[config.mk]
export PLATFORM = sky130hd
export DESIGN_NAME = svc_ctrl
export DESIGN_NICKNAME = d
export VERILOG_FILES = /design/src/inc/svc_pkg.sv /design/src/svc_ctrl.sv
export SDC_FILE = /design/constraint.sdc
export NUM_CORES = 1
export LEC_CHECK = 0
export ABC_AREA = 1
export BUFFER_PORTS_ARGS = -buffer_cell sky130_fd_sc_hd__buf_2
export CAP_MARGIN = 10
export CORE_MARGIN = 1
export CORE_UTILIZATION = 35
export DETAILED_ROUTE_END_ITERATION = 10
export SLEW_MARGIN = 20
export SYNTH_ARGS = -nofsm -noshare
export SYNTH_HDL_FRONTEND = slang
export SYNTH_SLANG_ARGS = --single-unit
[constraint.sdc]
create_clock -name clock_in -period 3.2 [get_ports clock_in]
set_input_delay 0.32 -clock clock_in [delete_from_list [all_inputs] [get_ports clock_in]]
set_output_delay 0.32 -clock clock_in [all_outputs]
set_load 0.03 [all_outputs]
[src/inc/svc_pkg.sv]
// Constants, types and register map of the service-cycle device controller
// Contract
// - Order input drives status and last-data with strobe
// - Order input after count done, stop, or fault
// - Either side ends data; only processor ends service
// - Both flags low: strobe at least once more
// - Last-data alone: one more strobe for order
// - Service-end flag high completes the service cycle
// - Hold select lines steady whole service cycle
// - Controller picks direction; cycle reads or writes
// - No order input before an order output taken
// - Exactly one order input per order output
// - Data cycles carry one or more bytes
// - Status bit 0 fault, bit 1 wrong length
// - Drop strobe on acknowledge; await its release
// - Count done order forces channel-finish order input; code starts it only while an order input is owed
// - Status bit 3 reports channel finish; code sets it in every order input
// - Status bit 4 reports abnormal finish
package svc_pkg;
	// Cycle kinds: bit 1 is order select, bit 0 is output direction
	localparam logic [1:0] KIND_DIN  = 2'h0;
	localparam logic [1:0] KIND_DOUT = 2'h1;
	localparam logic [1:0] KIND_OIN  = 2'h2;
	localparam logic [1:0] KIND_ORDER_OUTPUT_CYCLE = 2'h3;
	// Register byte offsets
	localparam logic [3:0] OFS_CTRL = 4'h0;
	localparam logic [3:0] OFS_TX   = 4'h4;
	localparam logic [3:0] OFS_FLT  = 4'h8;
	localparam logic [3:0] OFS_STAT = 4'hC;
	// Control register fields
	localparam int CTRL_GO  = 5;
	localparam int CNT_LSB  = 2;
	// Fault register fields
	localparam int FLT_TE  = 0;
	localparam int FLT_WL  = 1;
	localparam int FLT_ABN = 2;
	// Status byte bits of an order input
	localparam int SB_TE  = 0;
	localparam int SB_WL  = 1;
	localparam int SB_CHF = 3;
	localparam int SB_ABN = 4;
	// Terminal order bits
	localparam int TO_CNT_DONE = 1;
	// Order output value meaning stop
	localparam logic [7:0] ORDER_STOP = 8'h00;
	// Pins driven toward the processor
	typedef struct packed {
		logic       strobe;
		logic       order_sel;
		logic       dir_sel;
		logic       last_data;
		logic       last_data_oe;
		logic [7:0] data;
		logic       data_oe;
	} pin_out_t;
	// Pins sensed from the processor
	typedef struct packed {
		logic       ack;
		logic       service_end;
		logic       last_data;
		logic [7:0] data;
	} pin_in_t;
endpackage

[src/svc_ctrl.sv]
// Device controller side of the byte-wide service cycle
//
// The Avalon-MM register port and the address map were left to the implementer.
module svc_ctrl (
	input  wire logic             clock_in,
	input  wire logic             resetn_in,
	input  wire logic [3:0]       avs_address_in,
	input  wire logic             avs_read_in,
	input  wire logic             avs_write_in,
	input  wire logic [31:0]      avs_writedata_in,
	output logic      [31:0]      avs_readdata_out,
	output logic                  avs_waitrequest_out,
	input  wire svc_pkg::pin_in_t pins_in,
	output svc_pkg::pin_out_t     pins_out
);
	typedef enum logic [1:0] {
		ST_IDLE = 2'b00,
		ST_WACK = 2'b01,
		ST_WREL = 2'b10
	} state_t;

	state_t            state_q;     // Handshake phase
	svc_pkg::pin_in_t  sync1_q;     // First synchroniser stage
	svc_pkg::pin_in_t  sync2_q;     // Safe pin copy
	logic              wait_q;      // Bus wait state
	logic [31:0]       rdata_q;     // Bus read data
	logic [1:0]        kind_q;      // Cycle kind
	logic [2:0]        cnt_max_q;   // Bytes minus one
	logic [2:0]        cnt_q;       // Bytes exchanged
	logic [7:0]        tx_q;        // Byte to send
	logic [2:0]        flt_q;       // Fault bits for order input
	logic [7:0]        rx_q;        // Last byte received
	logic [7:0]        term_q;      // Last terminal order
	logic              to_q;        // Terminal order subcycle
	logic              es_l_q;      // Service end seen at ack
	logic              ld_l_q;      // Last data seen at ack
	logic              order_output_cycle_q;      // Order output taken, input owed
	logic              auto_q;      // Channel finish input pending
	logic              abn_q;       // Current input reports fault
	logic              rs_q;        // Request strobe
	logic              dor_q;       // Order select
	logic              ior_q;       // Direction select
	logic              ld_q;        // Own last-data drive
	logic [7:0]        dout_q;      // Data drive
	logic              doe_q;       // Data drive enable
	logic              bus_wr;      // Write taking effect
	logic              sw_go;       // Software start
	logic              start;       // Cycle start this edge
	logic [1:0]        start_kind;  // Kind being started
	logic              ack_s;       // Synced acknowledge
	logic              done;        // Cycle completes this edge

	// Controller sends on data in and order input, except terminal order
	function automatic logic sends(input logic [1:0] k);
		sends = (k == svc_pkg::KIND_DIN) || (k == svc_pkg::KIND_OIN);
	endfunction

	// Status byte: channel finish always set, fault bits from software
	function automatic logic [7:0] status_byte(input logic [2:0] f, input logic a);
		status_byte = 8'h00;
		status_byte[svc_pkg::SB_TE]  = f[svc_pkg::FLT_TE];
		status_byte[svc_pkg::SB_WL]  = f[svc_pkg::FLT_WL];
		status_byte[svc_pkg::SB_CHF] = 1'b1;
		status_byte[svc_pkg::SB_ABN] = a;
	endfunction

	assign ack_s  = sync2_q.ack;
	assign bus_wr = avs_write_in && !wait_q;
	assign sw_go  = bus_wr && (avs_address_in == svc_pkg::OFS_CTRL)
		&& avs_writedata_in[svc_pkg::CTRL_GO];
	// Order input needs a prior order output; refused otherwise
	always_comb begin
		start_kind = avs_writedata_in[1:0];
		start      = 1'b0;
		if (state_q == ST_IDLE) begin
			if (auto_q && order_output_cycle_q) begin
				start_kind = svc_pkg::KIND_OIN;
				start      = 1'b1;
			end else if (sw_go) begin
				start = (start_kind != svc_pkg::KIND_OIN) || order_output_cycle_q;
			end
		end
	end
	assign done = (state_q == ST_WREL) && !ack_s && es_l_q;

	// Two-stage synchroniser for every sensed pin
	always_ff @(posedge clock_in) begin
		if (!resetn_in) begin
			sync1_q <= '0;
			sync2_q <= '0;
		end else begin
			sync1_q <= pins_in;
			sync2_q <= sync1_q;
		end
	end

	// Avalon slave: one wait cycle, then answer
	always_ff @(posedge clock_in) begin
		if (!resetn_in) begin
			wait_q  <= 1'b1;
			rdata_q <= '0;
		end else begin
			wait_q <= !((avs_read_in || avs_write_in) && wait_q);
			case (avs_address_in)
				svc_pkg::OFS_CTRL: rdata_q <= {27'h0, cnt_max_q, kind_q};
				svc_pkg::OFS_TX:   rdata_q <= {24'h0, tx_q};
				svc_pkg::OFS_FLT:  rdata_q <= {29'h0, flt_q};
				svc_pkg::OFS_STAT: begin
					rdata_q <= {8'h0, term_q, rx_q, 4'h0, auto_q, order_output_cycle_q,
						to_q, state_q != ST_IDLE};
				end
				default: rdata_q <= '0;
			endcase
		end
	end

	// Software byte and fault registers
	always_ff @(posedge clock_in) begin
		if (!resetn_in) begin
			tx_q  <= '0;
			flt_q <= '0;
		end else if (bus_wr && avs_address_in == svc_pkg::OFS_TX) begin
			tx_q <= avs_writedata_in[7:0];
		end else if (bus_wr && avs_address_in == svc_pkg::OFS_FLT) begin
			flt_q <= avs_writedata_in[2:0];
		end
	end

	// Cycle kind and byte limit, fixed for the whole service cycle
	always_ff @(posedge clock_in) begin
		if (!resetn_in) begin
			kind_q    <= svc_pkg::KIND_DIN;
			cnt_max_q <= '0;
			abn_q     <= 1'b0;
		end else if (start) begin
			kind_q    <= start_kind;
			abn_q     <= flt_q[svc_pkg::FLT_ABN];
			// Order input is a single status byte
			cnt_max_q <= (start_kind == svc_pkg::KIND_OIN) ? 3'h0
				: avs_writedata_in[svc_pkg::CNT_LSB +: 3];
		end
	end

	// Handshake sequencer
	always_ff @(posedge clock_in) begin
		if (!resetn_in) begin
			state_q <= ST_IDLE;
			rs_q    <= 1'b0;
			to_q    <= 1'b0;
			cnt_q   <= '0;
			es_l_q  <= 1'b0;
			ld_l_q  <= 1'b0;
		end else begin
			case (state_q)
				ST_IDLE: begin
					if (start) begin
						rs_q    <= 1'b1;
						to_q    <= 1'b0;
						cnt_q   <= '0;
						state_q <= ST_WACK;
					end
				end
				ST_WACK: begin
					if (ack_s) begin
						rs_q    <= 1'b0;
						es_l_q  <= sync2_q.service_end;
						ld_l_q  <= sync2_q.last_data || ld_q;
						state_q <= ST_WREL;
					end
				end
				ST_WREL: begin
					// Next strobe only once acknowledge is released
					if (!ack_s) begin
						if (es_l_q) begin
							state_q <= ST_IDLE;
						end else if (ld_l_q) begin
							to_q    <= 1'b1;
							rs_q    <= 1'b1;
							state_q <= ST_WACK;
						end else begin
							cnt_q   <= cnt_q + 3'h1;
							rs_q    <= 1'b1;
							state_q <= ST_WACK;
						end
					end
				end
				default: state_q <= ST_IDLE;
			endcase
		end
	end

	// Select lines held for the whole service cycle
	always_ff @(posedge clock_in) begin
		if (!resetn_in) begin
			dor_q <= 1'b0;
			ior_q <= 1'b0;
		end else if (start) begin
			dor_q <= start_kind[1];
			ior_q <= start_kind[0];
		end
	end

	// Data and last-data drive while the controller sends
	always_ff @(posedge clock_in) begin
		if (!resetn_in) begin
			dout_q <= '0;
			doe_q  <= 1'b0;
			ld_q   <= 1'b0;
		end else if (start) begin
			doe_q  <= sends(start_kind);
			ld_q   <= sends(start_kind) && (start_kind == svc_pkg::KIND_OIN
				|| avs_writedata_in[svc_pkg::CNT_LSB +: 3] == 3'h0);
			dout_q <= (start_kind == svc_pkg::KIND_OIN)
				? status_byte(flt_q, flt_q[svc_pkg::FLT_ABN])
				: tx_q;
		end else if (state_q == ST_WREL && !ack_s) begin
			// New subcycle: terminal order is received, never sent
			doe_q  <= sends(kind_q) && !ld_l_q && !es_l_q;
			ld_q   <= sends(kind_q) && !ld_l_q && !es_l_q
				&& (cnt_q + 3'h1 == cnt_max_q);
			dout_q <= tx_q;
		end
	end

	// Received bytes: data, orders and terminal orders
	always_ff @(posedge clock_in) begin
		if (!resetn_in) begin
			rx_q   <= '0;
			term_q <= '0;
		end else if (state_q == ST_WACK && ack_s) begin
			if (to_q) begin
				term_q <= sync2_q.data;
			end else if (!sends(kind_q)) begin
				rx_q <= sync2_q.data;
			end
		end
	end

	// Order input bookkeeping: owed after order output, pending after finish
	always_ff @(posedge clock_in) begin
		if (!resetn_in) begin
			order_output_cycle_q <= 1'b0;
			auto_q <= 1'b0;
		end else if (done) begin
			if (kind_q == svc_pkg::KIND_ORDER_OUTPUT_CYCLE) begin
				order_output_cycle_q <= 1'b1;
				auto_q <= (rx_q == svc_pkg::ORDER_STOP);
			end else if (kind_q == svc_pkg::KIND_OIN) begin
				order_output_cycle_q <= 1'b0;
				auto_q <= 1'b0;
			end
			if (to_q && kind_q != svc_pkg::KIND_OIN
				&& term_q[svc_pkg::TO_CNT_DONE]) begin
				auto_q <= 1'b1;
			end
		end
	end

	assign avs_readdata_out    = rdata_q;
	assign avs_waitrequest_out = wait_q;
	assign pins_out = '{strobe: rs_q, order_sel: dor_q, dir_sel: ior_q,
		last_data: ld_q, last_data_oe: ld_q, data: dout_q, data_oe: doe_q};
endmodule

==> results.cfg, run 1 <==
[synthesis]
synthDistinctLibCells = 34
synth_area_leaders = dfxtp_1 52%, inv_1 8.5%, nand2_1 6.4%, a21oi_1 6.1%, o21ai_0 4.6%
ys.flop_type = dfxtp_1
synth.top_cell.area_share_pct = 52.2
ys_seq_area_share_pct = 52.2
yosys_warnings = 0
synth_area_um2 = 3840
synthCells = 483
ys_seq_elements = 100
ys_top_cells_by_count = 100 x dfxtp_1, 87 x inv_1, 65 x nand2_1, 47 x a21oi_1, 35 x o21ai_0
yosys.area.top_type = dfxtp_1
synth.avg_cell_area_um2 = 7.94
yosysMostFrequentCell = dfxtp_1
async_flop_share_pct = 0
synth_edf_count = 0

[worst_setup_path]
crit_path_start = state_q[0]
crit_end = dout_q[7]
start_kind = register
cp.required_ns = 3.46
cp_num_buf_inv = 2
crit_cells = 9
r2r-start = state_q[0]
setup.worst_path.class = reg -> reg
worstPathArrival_ns = 1.94
crit_fanout = 11
end_kind = register
rr_endpoint = dout_q[7]
path_cells = nor2_1 > buf_4 > nand2_1 > o21ai_2 > nand3_2 > nand2_1 > inv_1 > o21ai_0 > nor2_1
worst_path_max_delay_cell = dfxtp_1
slowest_delay_ns = 0.37
r2r_slack_ns = 1.52
crit_family = simple AND/OR/NAND/NOR gates
ff2ff_path_depth = 9

[sta]
hold_viol = 0
timing.setup.tns_ns = 0
fin_hold_ws_ns = 0.129
finalCriticalPeriod_ns = 1.68
finClkSkew_ns = 0.0115
tightest_slew_ns = 1.05
finalMaxSlewViolations = 0
fmax_ghz = 0.597
rsz0062_at_grt = no
period_share_pct = 52.4
setup_violations = 0
slew_headroom_pct = 29.8

[cts]
cts_tree = yes
postCtsSetupRepairBufs = 0
root_buffer = clkbuf_8
path_clk_slew_ns = 0.11
numCtsBuffers = 9
cts_hold_buf = 0
cts.sinks = 100
cts_resized = 0
clkLatencyLatePin_ns = 0.36
cts_buffer_depth = 2
htree_num_levels = 3

[global_routing]
grt_pass1_wl_mm = 13.6
track_usage_pct = 15.3
grt_max_degree = 67
antenna_found_initial = 0
grt_overflow = 0
first_global_vias = 2883

[die]
io_pins = 98
die_h_um = 107
start_util_pct = 36.7
die_width_um = 107
die_area_um2 = 11400
num_rows = 37
coreArea_um2 = 10500

[route]
avgViaCountPerCell = 4.56
drtPass1Iterations = 4
wl_per_cell_um = 12.4
drt.antenna.violating_nets = 0
drt_iter0_markers = 172
vias = 3085
drc_errors = 0
wl_mm = 8.41

[hold_path]
min-delay-start = pins_in[4]
hp-class = in -> reg

[placement]
place_hpwl_mm = 5.93
io_buffers = 65
gp_congestion = 0.816

[power]
p_total_mw = 2.27
power-per-cell-area_nw_per_um2 = 519
p_leak_nw = 2.07
irDropWorstVdd_v = 0.000192

[run]
maxCapViolCount = 0

[finish]
area_growth_pct = 14.2
diodes = 0
fillers = 1133
finalNetCount = 588
drive_above_1_share_pct = 18.3

[status]
status = completed
-- worst reg2reg max path: stages (launching register included) --
cell and delay [ns]:
dfxtp_1 0.37, nor2_1 0.17, buf_4 0.22, nand2_1 0.12, o21ai_2 0.15, nand3_2 0.22
nand2_1 0.13, inv_1 0.07, o21ai_0 0.08, nor2_1 0.06
-- worst min path at each step --
stage | to | cells past startpoint
after detailed placement | ack_s | 2
after CTS | sync1_q[3] | 3
after global routing | sync1_q[1] | 3
after global placement | sync2_q[1] | 2
after floorplan | ack_s | 2
final | sync1_q[4] | 3
-- cells by family after synthesis --
group	after synthesis	share of synthesized area [%]
AND/OR/NAND/NOR	156	18.5
other	1	0.0978
AO/OA/AOI/OAI	100	14.2
XOR/XNOR	3	0.685
adder cells (fa/ha/maj)	1	0.326
flip-flops	100	52.2
buffers and inverters	122	14.0
-- per-stage QoR --
stage | util, % | instance area [um2] | std cells | worst slack (ns)
after floorplan | - | 3860 | 490 | 1.81
after global placement | 39.9 | 4170 | 661 | 1.28
after detailed placement | 39.9 | 4170 | 661 | 1.25
after CTS | 41.9 | 4380 | 677 | 1.56
after global routing | 41.9 | 4380 | 677 | 1.44
final | 41.9 | 4380 | 677 | 1.52
-- cell type report --
cell class / count / area (um2) / area share, %
sequential: 100 / 2000 / 45.7
multi-input combinational: 268 / 1320 / 30.2
timing repair buffer: 67 / 340 / 7.77
inverter: 90 / 338 / 7.71
tap: 136 / 170 / 3.88
clock buffer: 10 / 128 / 2.91
clock inverter: 6 / 80.1 / 1.83
-- power by group --
group,switching [mW],internal [mW]
sequential,0.0128,1.27
combinational,0.105,0.0455
clock,0.461,0.380
total,0.579,1.69
-- state kept, by name (all words and copies together), names as in the netlist --
name	count
sync1_q	11
to_q	1
es_l_q	1
avs_readdata_out	24
ld_l_q	1
doe_q	1
dout_q	8
rs_q	1
state_q	2
order_output_cycle_q	1
avs_waitrequest_out	1
auto_q	1
term_q	8
cnt_q	3
ld_q	1
ack_s	1
rx_q	8
flt_q	3
sync2_q	10
kind_q	2
tx_q	8
cnt_max_q	3
-- layer usage --
layer	vias to the layer above	share of wire [%]	track usage, %
met1	1396	48	20.4
met2	70	46	24.3
li1	1611	-	-
met5	-	0	0
met4	0	1.4	6.85
met3	8	4.4	2.43
-- cell usage in the layout, fill, tap and decap left out, drive strengths merged, types with 2 or more instances in the layout --
cell,n
conb,8
xor2,2
nor2,34
inv,93
o22ai,3
clkbuf,10
o211ai,2
o21ai,39
nor3,22
nand2,70
o2bb2ai,3
buf,67
a211oi,3
nand3,24
dfxtp,100
nand4,4
a21oi,48
Note: power is estimated with default switching activity, not from simulation.
==> run 2, diff against run 1 <==
Clock period 3.2 ns to 1.7 ns, I/O delays scaled along.
==> run 2 against run 1 <==
  * Routed wire length fell by 0.29%
  * Clock skew rose by 0.00091 ns
  * Sequential share of layout area fell by 1.8 points
  * Combinational power rose by 110%
  * Cell area rose by 4.2%
  * Final cell count rose by 2.7%
  * Hold slack got worse by 0.070 ns
  * Global-route usage rose by 0.58 points
==> results.cfg, run 2 (same netlist as run 1, synthesis figures left out) <==
[die]
die_h_um = 107
die_width_um = 107
num_rows = 37
coreArea_um2 = 10500
start_util_pct = 36.7
io_pins = 98
die_area_um2 = 11400

[worst_setup_path]
cp.required_ns = 1.97
r2r_slack_ns = 0.19
crit_fanout = 10
end_kind = register
rr_endpoint = cnt_q[0]
r2r-start = state_q[0]
ff2ff_path_depth = 7
start_kind = register
worstPathArrival_ns = 1.79
setup.worst_path.class = reg -> reg

[global_routing]
met2_usage_pct = 23.6
met3_usage_pct = 2.80
track_usage_pct = 15.9
antenna_found_initial = 0
busiest_layer = met2
grt_overflow = 0
first_global_vias = 2873
grt_max_degree = 56
grt_pass1_wl_mm = 14.0
grt_use_met1_pct = 21.7

[route]
drt_iter0_markers = 228
wl_mm = 8.39
drt.antenna.violating_nets = 0
avgViaCountPerCell = 4.55
drtPass1Iterations = 4
vias = 3163
drc_errors = 0
wl_per_cell_um = 12.1

[finish]
diodes = 0
layout_commonest_cell = dfxtp_1
drive_above_1_share_pct = 18.8
finalNetCount = 606
area_growth_pct = 19.0
largest_reg_flops = 24
layout_common_cells = 100 x dfxtp_1, 87 x inv_1, 65 x buf_2, 64 x nand2_1, 47 x a21oi_1
stdcell_count = 695

[sta]
finClkSkew_ns = 0.0124
timing.setup.tns_ns = 0
rsz0062_at_grt = no
fin_hold_ws_ns = 0.0589
setup_violations = 0
period_share_pct = 89.0
finalMaxSlewViolations = 0
hold_viol = 0
fmax_ghz = 0.661
finalCriticalPeriod_ns = 1.51

[hold_path]
hp-class = in -> reg
hold_depth = 3
min-delay-start = avs_writedata_in[5]
hold_end = tx_q[5]

[placement]
dp_cells = 666
gp_congestion = 0.873
io_buffers = 65
place_hpwl_mm = 6.05

[cts]
root_buffer = clkbuf_8
cts_tree = yes
cts_buffer_depth = 2
clkLatencyLatePin_ns = 0.38
htree_num_levels = 3
path_clk_slew_ns = 0.10
numCtsBuffers = 9
cts.sinks = 100

[power]
power-per-cell-area_nw_per_um2 = 937
seqPwrFrac_pct = 56.3
p_clk_share_pct = 36.2
p_sw_mw = 1.08
internal-power_mw = 3.20
p_leak_nw = 2.15
netSwitchingFraction_pct = 25.2
irDropWorstVdd_v = 0.000357
p_comb_share_pct = 7.4

[status]
status = completed

[run]
maxCapViolCount = 0
## run 2: changes by cell type in the layout (fill, tap and decap cells not counted), moves of 2 or more
cell	delta
dlygate4sd3_1	+13
inv_8	-2
buf_4	+4
inv_6	+2
## run 2: critical path, stage by stage, from the launching register on
cell	delay, ns
dfxtp_1	0.37
nor2_1	0.19
buf_4	0.24
nand3_1	0.21
nand2_2	0.15
inv_1	0.08
o21ai_1	0.12
nor2_1	0.05
## run 2: cell type report
cell class                 count  area, um2
clock buffer                  10        128
clock inverter                 6       71.3
fill                        1104       5900
inverter                      90        338
multi-input combinational    268       1340
sequential                   100       2000
tap                          136        170
timing repair buffer          85        520
## run 2: how the worst max path moves through the flow
| stage | from | end | slack, ns | cells after the start |
|---|---|---|---|---|
| after CTS | avs_waitrequest_out | dout_q[6] | 0.19 | 10 |
| final | state_q[0] | cnt_q[0] | 0.19 | 7 |
| after global routing | avs_waitrequest_out | dout_q[7] | 0.02 | 10 |
| after global placement | avs_waitrequest_out | dout_q[6] | 0.23 | 10 |
| after detailed placement | avs_address_in[0] | dout_q[6] | 0.20 | 11 |
| after floorplan | avs_waitrequest_out | dout_q[2] | 0.31 | 9 |
## run 2: through the flow
step	area, um2	total power [mW]	utilization, %	setup WS [ns]
floorplan	3860	2.68	-	0.314
global placement	4220	2.75	40.4	0.225
detailed placement	4220	2.76	40.4	0.204
CTS	4550	4.31	43.5	0.185
global route	4560	4.48	43.6	0.0234
finish	4560	4.28	43.6	0.188
## run 2: power groups by stage
| stage | registers (mW) | logic [mW] | clock network, mW |
|---|---|---|---|
| floorplan | 2.47 | 0.211 | 0 |
| CTS | 2.41 | 0.317 | 1.58 |
| global placement | 2.46 | 0.288 | 0 |
| detailed placement | 2.46 | 0.293 | 0 |
| finish | 2.41 | 0.318 | 1.55 |
| global route | 2.42 | 0.358 | 1.70 |
## run 2: what timing repair did
action / CTS / global route
setup buffers: 0 / 0
endpoints found under the setup margin: 0 / 3
resized for setup: 0 / 2
hold endpoints to repair: 12 / 0
hold buffers: 13 / 0
## run 2: routing by layer
metal | share of wire (%) | vias to the layer above
met3 | 4.0 | 13
met4 | 2.2 | 0
met1 | 49 | 1432
li1 | - | 1651
met2 | 45 | 67
met5 | 0 | -
==> run 3, diff against run 2 <==
Settings changed: RECOVER_POWER set to 50.
==> run 3 against run 2 <==
  * Cell area fell by 0.74%
  * Routed wire length is 0.18% higher
  * Sequential share of layout area up 0.33 points
  * Utilization decreased by 0.32 points
  * Final cell count unchanged
  * Clock skew fell by 0.0015 ns
==> results.cfg, run 3 (same netlist as run 1, synthesis figures left out) <==
[status]
status = completed

[cts]
cts_buffer_depth = 2
root_buffer = clkbuf_8
numCtsBuffers = 9
clkLatencyLatePin_ns = 0.37
cts_tree = yes
htree_num_levels = 3
cts.sinks = 100
path_clk_slew_ns = 0.10
postCtsSetupRepairBufs = 0

[power]
p_leak_nw = 2.05
internal-power_mw = 3.20
power-per-cell-area_nw_per_um2 = 944
p_clk_share_pct = 36.2
netSwitchingFraction_pct = 25.2
irDropWorstVdd_v = 0.000357
p_sw_mw = 1.08
p_comb_share_pct = 7.4
seqPwrFrac_pct = 56.4

[finish]
largest_reg_flops = 24
drive_above_1_share_pct = 14.5
finalNetCount = 606
layout_commonest_cell = dfxtp_1
stdcell_count = 695
fillers = 1114
layout_common_cells = 100 x dfxtp_1, 87 x inv_1, 64 x nand2_1, 47 x a21oi_1, 43 x buf_2
seq_area_um2 = 2000
diodes = 0
multi_input_area_um2 = 1330
area_growth_pct = 18.1

[route]
drtPass1Iterations = 4
wl_per_cell_um = 12.1
drt_iter0_markers = 218
vias = 3171
wl_mm = 8.40
avgViaCountPerCell = 4.56
drc_errors = 0
drt.antenna.violating_nets = 0

[die]
coreArea_um2 = 10500
die_area_um2 = 11400
start_util_pct = 36.7
io_pins = 98
die_h_um = 107
num_rows = 37
die_width_um = 107

[global_routing]
antenna_found_initial = 0
grt_pass1_wl_mm = 14.0
grt_overflow = 0
grt_max_degree = 56
first_global_vias = 2873
track_usage_pct = 15.9

[placement]
io_buffers = 65
gp_congestion = 0.873
dp_cells = 666
place_hpwl_mm = 6.05
place_ws_ns = 0.204

[sta]
tightest_slew_ns = 0.736
period_share_pct = 89.5
rsz0062_at_grt = no
finClkSkew_ns = 0.0109
timing.setup.tns_ns = 0
finalCriticalPeriod_ns = 1.52
slew_headroom_pct = 51.0
timing.final.ws_setup_ns = 0.179
hold_viol = 0
fmax_ghz = 0.657
setup_violations = 0
finalMaxSlewViolations = 0

[worst_setup_path]
r2r-start = state_q[0]
crit_fanout = 10
setup.worst_path.class = reg -> reg
worstPathArrival_ns = 1.79
ff2ff_path_depth = 7
end_kind = register
cp.required_ns = 1.97
rr_endpoint = cnt_q[0]
start_kind = register
r2r_slack_ns = 0.18

[hold_path]
hold_end = tx_q[5]
hp-class = in -> reg
min-delay-start = avs_writedata_in[5]
hold_depth = 3

[run]
maxCapViolCount = 0
[run 3: cell types whose count changed in the layout (fill, tap and decap cells not counted)]
| cell | delta |
|---|---|
| nor2_1 | +1 |
| nor2_2 | -1 |
| buf_4 | -1 |
| buf_2 | -22 |
| clkbuf_1 | +23 |
[run 3: worst max path at each step]
| stage | from | cells after the start | slack [ns] | endpoint |
|---|---|---|---|---|
| 2_1_floorplan | avs_waitrequest_out | 9 | 0.31 | dout_q[2] |
| 3_3_place_gp | avs_waitrequest_out | 10 | 0.23 | dout_q[6] |
| 3_5_place_dp | avs_address_in[0] | 11 | 0.20 | dout_q[6] |
| 4_1_cts | avs_waitrequest_out | 10 | 0.19 | dout_q[6] |
| 5_1_grt | avs_waitrequest_out | 10 | 0.04 | dout_q[7] |
| 6_report | state_q[0] | 7 | 0.18 | cnt_q[0] |
[run 3: what timing repair did]
action	in CTS	in global routing
gates resized for setup	0	2
hold endpoints to repair	12	0
hold buffers	13	0
setup endpoints to repair	0	3
[run 3: per-layer routing]
layer | vias up | wire [um] | GRT usage (%)
met2 | 80 | 3740 | 23.6
met4 | 0 | 179 | 8.51
met5 | - | 0 | 0
li1 | 1646 | - | -
met3 | 13 | 423 | 2.80
met1 | 1432 | 4060 | 21.7
[run 3: layout make-up]
cell class / instances / share of cell area [%]
clock buffers: 10 / 2.82
well taps: 136 / 3.76
inverters: 90 / 7.46
multi-input cells: 268 / 29.4
clock inverters: 6 / 1.57
flip-flops and latches: 100 / 44.2
repair buffers: 85 / 10.8
[run 3: worst max-delay path, stage by stage, from the launching register on]
cell and delay (ns):
dfxtp_1 0.37, nor2_1 0.19, buf_4 0.24, nand3_1 0.22, nand2_2 0.15, inv_1 0.08
o21ai_1 0.12, nor2_1 0.05
[run 3: per-stage QoR]
step | power [mW] | utilization, % | instance area [um2] | hold WS, ns
3_3_place_gp | 2.75 | 40.4 | 4220 | 0.356
2_1_floorplan | 2.68 | - | 3860 | 0.268
3_5_place_dp | 2.76 | 40.4 | 4220 | 0.354
5_1_grt | 4.47 | 43.3 | 4530 | 0.0612
4_1_cts | 4.31 | 43.5 | 4550 | 0.0494
6_report | 4.28 | 43.3 | 4530 | 0.0597
[run 3: power by group through the flow]
stage                     Clock, mW  Combinational (mW)  Sequential (mW)
after floorplan                   0               0.211             2.47
after global placement            0               0.288             2.46
after detailed placement          0               0.293             2.46
after CTS                      1.58               0.317             2.41
after global routing           1.70               0.357             2.42
final                          1.55               0.317             2.41
